[src/shared/nlif_pkg.sv]
package nlif_pkg;

  localparam int NLIF_POINTS = 32;
  localparam int NLIF_CLK_MHZ = 125;
  localparam int NLIF_FILT_SHORT_MS = 1;
  localparam int NLIF_FILT_LONG_MS = 10;
  localparam int NLIF_CYC_PER_MS = NLIF_CLK_MHZ * 1000;
  localparam int NLIF_SHORT_CYC = NLIF_FILT_SHORT_MS * NLIF_CYC_PER_MS;
  localparam int NLIF_LONG_CYC = NLIF_FILT_LONG_MS * NLIF_CYC_PER_MS;
  localparam int NLIF_CNT_W = 21;
  localparam int NLIF_FIRST = 0;

  typedef enum logic [1:0]
  {
    NLIF_EDGE_RISE = 2'b01,
    NLIF_EDGE_FALL = 2'b10
  } nlif_edge_e;

  typedef struct packed
  {
    logic filter_long;
    logic irq_enable;
    logic irq_on_fall;
  } nlif_cfg_s;

endpackage : nlif_pkg

[src/verilog/nlif_input_port.sv]
`timescale 1ns/10ps
module nlif_input_port
  import nlif_pkg::*;
#(
  parameter int POINTS = NLIF_POINTS,
  parameter int SHORT_CYC = NLIF_SHORT_CYC,
  parameter int LONG_CYC = NLIF_LONG_CYC
)
(
  input wire logic clock,
  input wire logic reset,
  input wire logic [POINTS-1:0] field_pin,
  input wire nlif_cfg_s cfg,
  output logic [POINTS-1:0] point_on,
  output logic [POINTS-1:0] indicator,
  output logic irq
);

  ////////////////////////////////////////////////////////////////////////
  // synchroniser: stage one feeds only stage two
  logic [POINTS-1:0] sync_a;
  logic [POINTS-1:0] sync_b;
  logic [POINTS-1:0] raw_on;
  logic [POINTS-1:0] filt_on;
  logic [NLIF_CNT_W-1:0] limit;
  logic prev_first;
  logic next_prev_first;
  logic next_irq;
  logic [POINTS-1:0] next_point_on;

  always_ff @(posedge clock or posedge reset)
  begin
    if (reset)
    begin
      sync_a <= '1;
      sync_b <= '1;
    end
    else
    begin
      sync_a <= field_pin;
      sync_b <= sync_a;
    end
  end

  assign raw_on = ~sync_b;

  ////////////////////////////////////////////////////////////////////////
  // one limit for the whole module; per-point times are not offered
  always_comb
  begin
    if (cfg.filter_long)
    begin
      limit = NLIF_CNT_W'(LONG_CYC);
    end
    else
    begin
      limit = NLIF_CNT_W'(SHORT_CYC);
    end
  end

  for (genvar i = 0; i < POINTS; i++)
  begin : g_pt
    nlif_point_filter #(.CNT_W(NLIF_CNT_W)) u_filt
    (
      .clock(clock),
      .reset(reset),
      .raw_on(raw_on[i]),
      .limit(limit),
      .state_on(filt_on[i])
    );
  end

  ////////////////////////////////////////////////////////////////////////
  // interrupt edge on raw (pre-filter) first point; one-cycle pulse
  always_comb
  begin
    next_prev_first = raw_on[NLIF_FIRST];
    next_irq = 1'b0;
    if (cfg.irq_enable)
    begin
      if (cfg.irq_on_fall)
      begin
        next_irq = prev_first & ~raw_on[NLIF_FIRST];
      end
      else
      begin
        next_irq = ~prev_first & raw_on[NLIF_FIRST];
      end
    end
    next_point_on = filt_on;
  end

  always_ff @(posedge clock or posedge reset)
  begin
    if (reset)
    begin
      prev_first <= 1'b0;
      irq <= 1'b0;
      point_on <= '0;
    end
    else
    begin
      prev_first <= next_prev_first;
      irq <= next_irq;
      point_on <= next_point_on;
    end
  end

  assign indicator = point_on;

  ////////////////////////////////////////////////////////////////////////
  // checker-only run length of the watched point away from its filtered
  // state; kept apart from the filter's own counter so that a broken
  // count there cannot hide itself
  localparam int WATCH = POINTS - 1;
  logic [NLIF_CNT_W-1:0] chk_run;
  logic [NLIF_CNT_W-1:0] next_chk_run;

  always_comb
  begin
    next_chk_run = '0;
    if (raw_on[WATCH] != filt_on[WATCH])
    begin
      next_chk_run = chk_run + 1'h1;
    end
  end

  always_ff @(posedge clock or posedge reset)
  begin
    if (reset)
    begin
      chk_run <= '0;
    end
    else
    begin
      chk_run <= next_chk_run;
    end
  end
endmodule : nlif_input_port

[src/verilog/nlif_point_filter.sv]
`timescale 1ns/10ps
module nlif_point_filter
  import nlif_pkg::*;
#(
  parameter int CNT_W = NLIF_CNT_W
)
(
  input wire logic clock,
  input wire logic reset,
  input wire logic raw_on,
  input wire logic [CNT_W-1:0] limit,
  output logic state_on
);

  logic [CNT_W-1:0] count;
  logic [CNT_W-1:0] next_count;
  logic next_state_on;

  // the count runs only while raw disagrees with state; any bounce back
  // to the held level clears it, so a new level must stay for the full time
  always_comb
  begin
    next_count = '0;
    next_state_on = state_on;
    if (raw_on != state_on)
    begin
      if (count + 1'b1 >= limit)
      begin
        next_state_on = raw_on;
      end
      else
      begin
        next_count = count + 1'b1;
      end
    end
  end

  always_ff @(posedge clock or posedge reset)
  begin
    if (reset)
    begin
      count <= '0;
      state_on <= 1'b0;
    end
    else
    begin
      count <= next_count;
      state_on <= next_state_on;
    end
  end

endmodule : nlif_point_filter
[config.mk]
export PLATFORM = sky130hd
export DESIGN_NAME = nlif_input_port
export DESIGN_NICKNAME = d
export VERILOG_FILES = /design/src/shared/nlif_pkg.sv /design/src/verilog/nlif_input_port.sv /design/src/verilog/nlif_point_filter.sv
export SDC_FILE = /design/constraint.sdc
export NUM_CORES = 2
export LEC_CHECK = 0
export ABC_AREA = 0
export ABC_CLOCK_PERIOD_IN_PS = 21700
export BUFFER_PORTS_ARGS = -buffer_cell sky130_fd_sc_hd__buf_2
export CORE_MARGIN = 2
export CORE_UTILIZATION = 55
export DETAILED_ROUTE_END_ITERATION = 16
export GPL_TIMING_DRIVEN = 0
export PLACE_DENSITY_LB_ADDON = 0.25
export SLEW_MARGIN = 0
export SYNTH_ARGS = -nofsm -noshare
export SYNTH_HDL_FRONTEND = slang
export SYNTH_SLANG_ARGS = --single-unit
export TNS_END_PERCENT = 100
[constraint.sdc]
create_clock -name clock -period 21.7 [get_ports clock]
set_clock_uncertainty 0.15 [all_clocks]
set_input_delay 1.085 -clock clock [delete_from_list [all_inputs] [get_ports clock]]
set_output_delay 1.085 -clock clock [all_outputs]
set_load 0.01 [all_outputs]
; ---- Word-level counts from Yosys, hierarchy flattened
; Cells that the tools add are included.
[classes]
n_addsub = 32
order_cmp = 32
n_eq_ne = 32
mux = 67
n_bitwise = 5
n_reduce_logical = 32
[op_table]
columns = operator, count
row1 = 2-to-1 mux 21 bit, 65
row2 = adder 21 x 1 -> 21 bit (second input constant), 32
row3 = greater-or-equal comparator 21 bit, 32
row4 = AND reduction 2 bit, 32
row5 = inequality test 1 bit, 32
row6 = NOT 32 bit, 1
row7 = bitwise AND 1 bit, 2
row8 = 2-to-1 mux 1 bit, 2
row9 = NOT 1 bit, 2
[totals]
register_bits = 802
input_bits = 37
out_inout_bits = 65
word_cells = 269

; ---- Logic depth before layout (Yosys ltp)
[logic_depth]
depth_word = 5
depth_mapped = 17

; ---- Cells and area by module
; From an unflattened synthesis, not the netlist that was laid out.
[hier_totals]
cells_unflattened = 5897
area_unflattened_um2 = 60902.2
[by_module_without_submodules]
columns = module, n_inst, cells_each, area_each_um2, seq_area_each_um2
row1 = nlif_point_filter, 32, 179, 1811.7, 550.5
row2 = nlif_input_port, 1, 169, 2926.6, 2532.4

; ---- Least setup slack after synthesis
; Ideal clock, no wire load.
[synth_path]
path_kind = input-to-reg
start = input cfg[2] (netlist name)
end = register g_pt[31].u_filt.state_on
arrival_ns = 7.412
required_time_ns = 21.414
path_slack_ns = 14.002
cell_stages = 9
n_path_buf = 0
path_cell_list = inv_1 -> ha_1 -> nand3_1 -> nand2_1 -> a2111o_1 -> a311o_1 -> a311oi_1 -> nor3_1 -> or3b_2
[synth_via]
elab_chain_cells = 3
[synth_lines]
columns = item, line
row1 = from (decl), nlif_input_port.sv:13  ; input wire nlif_cfg_s cfg,
row2 = 2-to-1 mux 21 bit, nlif_input_port.sv:51  ; if (cfg.filter_long)
row3 = greater-or-equal comparator 21 bit, nlif_point_filter.sv:27  ; if (count + 1'b1 >= limit)
row4 = AND reduction 2 bit (no line), n/a
row5 = to (signal assigned), nlif_point_filter.sv:48  ; state_on <= next_state_on;
row6 = to (decl), nlif_point_filter.sv:12  ; output logic state_on
; No other way between the ends.
; A chain may end at the register's enable or synchronous reset.

; ---- Worst setup path after layout
[layout_path]
start = input cfg[2] (netlist name)
end = register g_pt[10].u_filt.count[5]
[layout_via]
elab_chain_cells = 4
[layout_lines]
columns = item, line
row1 = 2-to-1 mux 21 bit, nlif_input_port.sv:51
row2 = greater-or-equal comparator 21 bit, nlif_point_filter.sv:27
row3 = 2-to-1 mux 21 bit, nlif_point_filter.sv:27
row4 = 2-to-1 mux 21 bit, nlif_point_filter.sv:25  ; if (raw_on != state_on)
row5 = via g_pt[10].u_filt.next_count[5], nlif_point_filter.sv:16  ; logic [CNT_W-1:0] next_count;
row6 = to (signal assigned), nlif_point_filter.sv:47  ; count <= next_count;
row7 = to (decl), nlif_point_filter.sv:15  ; logic [CNT_W-1:0] count;
; The timed path passes the listed nets, and every way through them passes these cells.

==> results by group <==
Run status
  • Status: complete, no violations

Synth
  • Library cells used by synthesis: 96
  • Mapped Area: 0.0474 mm²
  • Mean Syn Cell Area: 9.85 µm²
  • Top cell type by total area after synthesis: dfrtp_1
  • Sequential-to-total area share from yosys stat: 0.425
  • Number of synthesized register bits: 802
  • Mapped Nets: 5227
  • Post-synth EDFFs: 0
  • Share of the synthesized area in the top cell type: 0.390
  • Synth top area cells: dfrtp_1 (39%), ha_1 (10%), xnor2_1 (7.3%), nor2b_1 (4.2%), xor2_1 (4.2%)
  • Count leader, synth: dfrtp_1
  • Top_reg_cell synth: dfrtp_1
  • Synth Warn #: 0
  • Asr flop ratio synth: 1.00
  • Syn Inst Count: 4806
  • Top post-synthesis cells by count: dfrtp_1 (738), nor2_1 (491), xnor2_1 (395)

STA
  • Worst-Margin Slew: 924 ps
  • Final Slew Violations: 0
  • Post-route minimum period: 4690 ps
  • Max Freq: 213 MHz
  • Final hold violation count: 0
  • RSZ-0062 raised after global routing: no
  • Setup_tns: 0 ps
  • Slew headroom: 0.379
  • Final period util: 0.216
  • # setup viols final: 0

GRT
  • Antenna violations before repair: 0
  • Global-route wire length before repair: 163 mm
  • Total GRT Usage: 0.212
  • Total grt overflow: 0
  • Largest net degree at the start of global routing: 91
  • Vias in the first global route: 34.8k

Floorplanning
  • Die width: 297 µm
  • Die H: 297 µm
  • I/O pin count: 102
  • Die ar.: 0.0885 mm²
  • Core ar.: 0.0853 mm²
  • Starting Density: 0.555
  • Site row count: 107

Clocking
  • # clock sinks: 802
  • Max Root-Sink Buffers: 3
  • H-tree Lvls: 3
  • Root Buffer Master: clkbuf_16
  • Cts hold-fix bufs: 0
  • Post-cts resize count: 0
  • CTS clk-pin slew, worst paths: 60 ps
  • CTS tree: yes
  • CTS Buf Count: 91
  • Clk_lat worst skew: 640 ps
  • Postcts setup bufs: 0

Setup path
  • Worst EP arrival: 5060 ps
  • Worst-path cell with the longest stage delay: o211ai_1
  • Worst setup path class: input port to register
  • WP buf/inv: 5
  • Largest stage delay, worst path: 760 ps
  • Worst-path cell chain: buf_6 > buf_16 > inv_8 > buf_16 > ha_1 > nand3_1 > nand2_1 > a2111oi_0 > o311ai_0 > a21oi_1 > o211ai_1 > buf_6 > o21ba_2
  • Critical path capture point type: register
  • Required time of the critical path: 22070 ps
  • Critical Path Source Type: input port
  • Kind of cell adding the most delay to the critical path: buffers and inverters
  • Worst-path fanout max: 90

Pwr
  • Leakage power: 24.4 nW
  • Power density cells: 63.6 mW/mm²
  • NetSw: 0.755 mW
  • Clock power frac: 0.488
  • Worst vdd ir: 0.0000668 V
  • Sw Ratio: 0.224
  • Tot Pwr: 3.38 mW
  • Gate power share: 0.053
  • Internal: 2.62 mW
  • Reg power frac: 0.459

Place
  • # port buffers: 101
  • Placer Congestion: 0.822
  • HPWL after detailed placement: 63.7 mm
  • Area after DPL: 0.0498 mm²

Finish
  • Share of cells above drive strength 1: 0.0966
  • # nets final: 5446
  • Antenna diodes: 0
  • Area Overhead vs Synth: 12.1%
  • Cell area after layout: 0.0531 mm²

Detailed routing
  • Number of DRC markers in iteration 0: 1844
  • Detailed-route DRC error count: 0
  • Avg Vias per Cell: 5.57
  • Antenna Violating Nets Remaining: 0
  • WL met1: 44.3 mm
  • Via count: 34.8k
  • First-pass iteration count of the detailed router: 5
  • Max layer used: met4
  • Met2 wire len: 43.4 mm
  • Post-Route WL: 92.1 mm
  • Per-cell routed wire length: 14.7 µm
  • Met3 WL: 2.48 mm

Hold path
  • Worst min-delay path class: register to register

Job
  • Max_cap viols: 0
[area by class of cell]
| class | instances | area [µm²] |
|---|---|---|
| multi-input combinational | 3720 | 25900 |
| clock inverter | 30 | 480 |
| timing repair buffer | 126 | 1030 |
| buffer | 123 | 689 |
| sequential | 802 | 20100 |
| tap | 1144 | 1430 |
| clock buffer | 140 | 2780 |
| inverter | 161 | 616 |
| fill | 7109 | 32200 |
[sequential cells by signal, summed over array words and instances, names as in the netlist]
signal / flops
g_pt.u_filt.count: 672
g_pt.u_filt.state_on: 32
indicator: 32
irq: 1
prev_first: 1
sync_a: 32
sync_b: 32
[metal layers]
metal,global-route usage,up-vias
li1,-,17492
met1,0.288,16780
met2,0.358,371
met3,0.0278,128
met4,0.0539,0
met5,0,-
[layout by cell type, fill, tap and decap left out, types with 26 or more instances in the layout]
master,Yosys,routed
nor4_1,67,67
nand3_1,309,309
nand2_1,306,306
inv_1,161,159
nor2b_1,320,320
and4_1,48,48
mux2i_1,26,26
nor3_1,114,114
buf_2,20,120
dfstp_2,64,64
clkbuf_1,53,77
o21a_1,36,36
clkbuf_16,0,97
a21oi_1,77,77
xnor2_1,395,395
nand4_1,163,163
ha_1,384,384
nor2_1,491,491
buf_4,39,39
or3_1,41,41
a21o_1,51,51
o21ai_0,79,79
dfrtp_1,738,738
xor2_1,227,227
and3_1,125,125
[cell families (layout without fill, tap and decap cells)]
group | count (synthesis) | after routing | synth area share
simple gates | 2147 | 2147 | 0.240
flops | 802 | 802 | 0.425
xor+xnor | 622 | 622 | 0.115
compound gates | 536 | 536 | 0.0842
fa+ha+maj | 385 | 385 | 0.102
buf+inv | 284 | 580 | 0.0273
mux | 30 | 30 | 0.00645
[stage by stage]
stage	setup WS (ps)	hold WS [ps]	instances	utilization
5_1_grt	16640	190	6246	0.623
2_1_floorplan	9510	195	4806	-
4_1_cts	16940	190	6246	0.623
6_report	17010	192	6246	0.623
3_5_place_dp	16250	197	6076	0.584
3_3_place_gp	4720	195	6051	0.578
[power by group through the flow]
stage	clock [mW]	sequential [mW]	combinational, mW
after global routing	1.75	1.55	0.208
after CTS	1.70	1.55	0.183
final	1.65	1.55	0.178
after detailed placement	0	1.58	0.182
after floorplan	0	1.57	0.121
after global placement	0	1.58	0.165
[worst paths after layout]
path | start | to | slack, ps | depth (start not counted)
worst min-delay path | sync_a[26] | sync_b[26] | 190 | 0
max in group asynchronous | reset | g_pt[6].u_filt.count[4] | 19430 | 7
min in group asynchronous | reset | g_pt[15].u_filt.state_on | 380 | 2
worst max-delay path | cfg[2] | g_pt[10].u_filt.count[5] | 17010 | 13
worst max register to register | g_pt[21].u_filt.count[0] | g_pt[21].u_filt.count[16] | 17340 | 14
worst min register to register | sync_a[26] | sync_b[26] | 190 | 0
(Power assumes the default switching activity.)
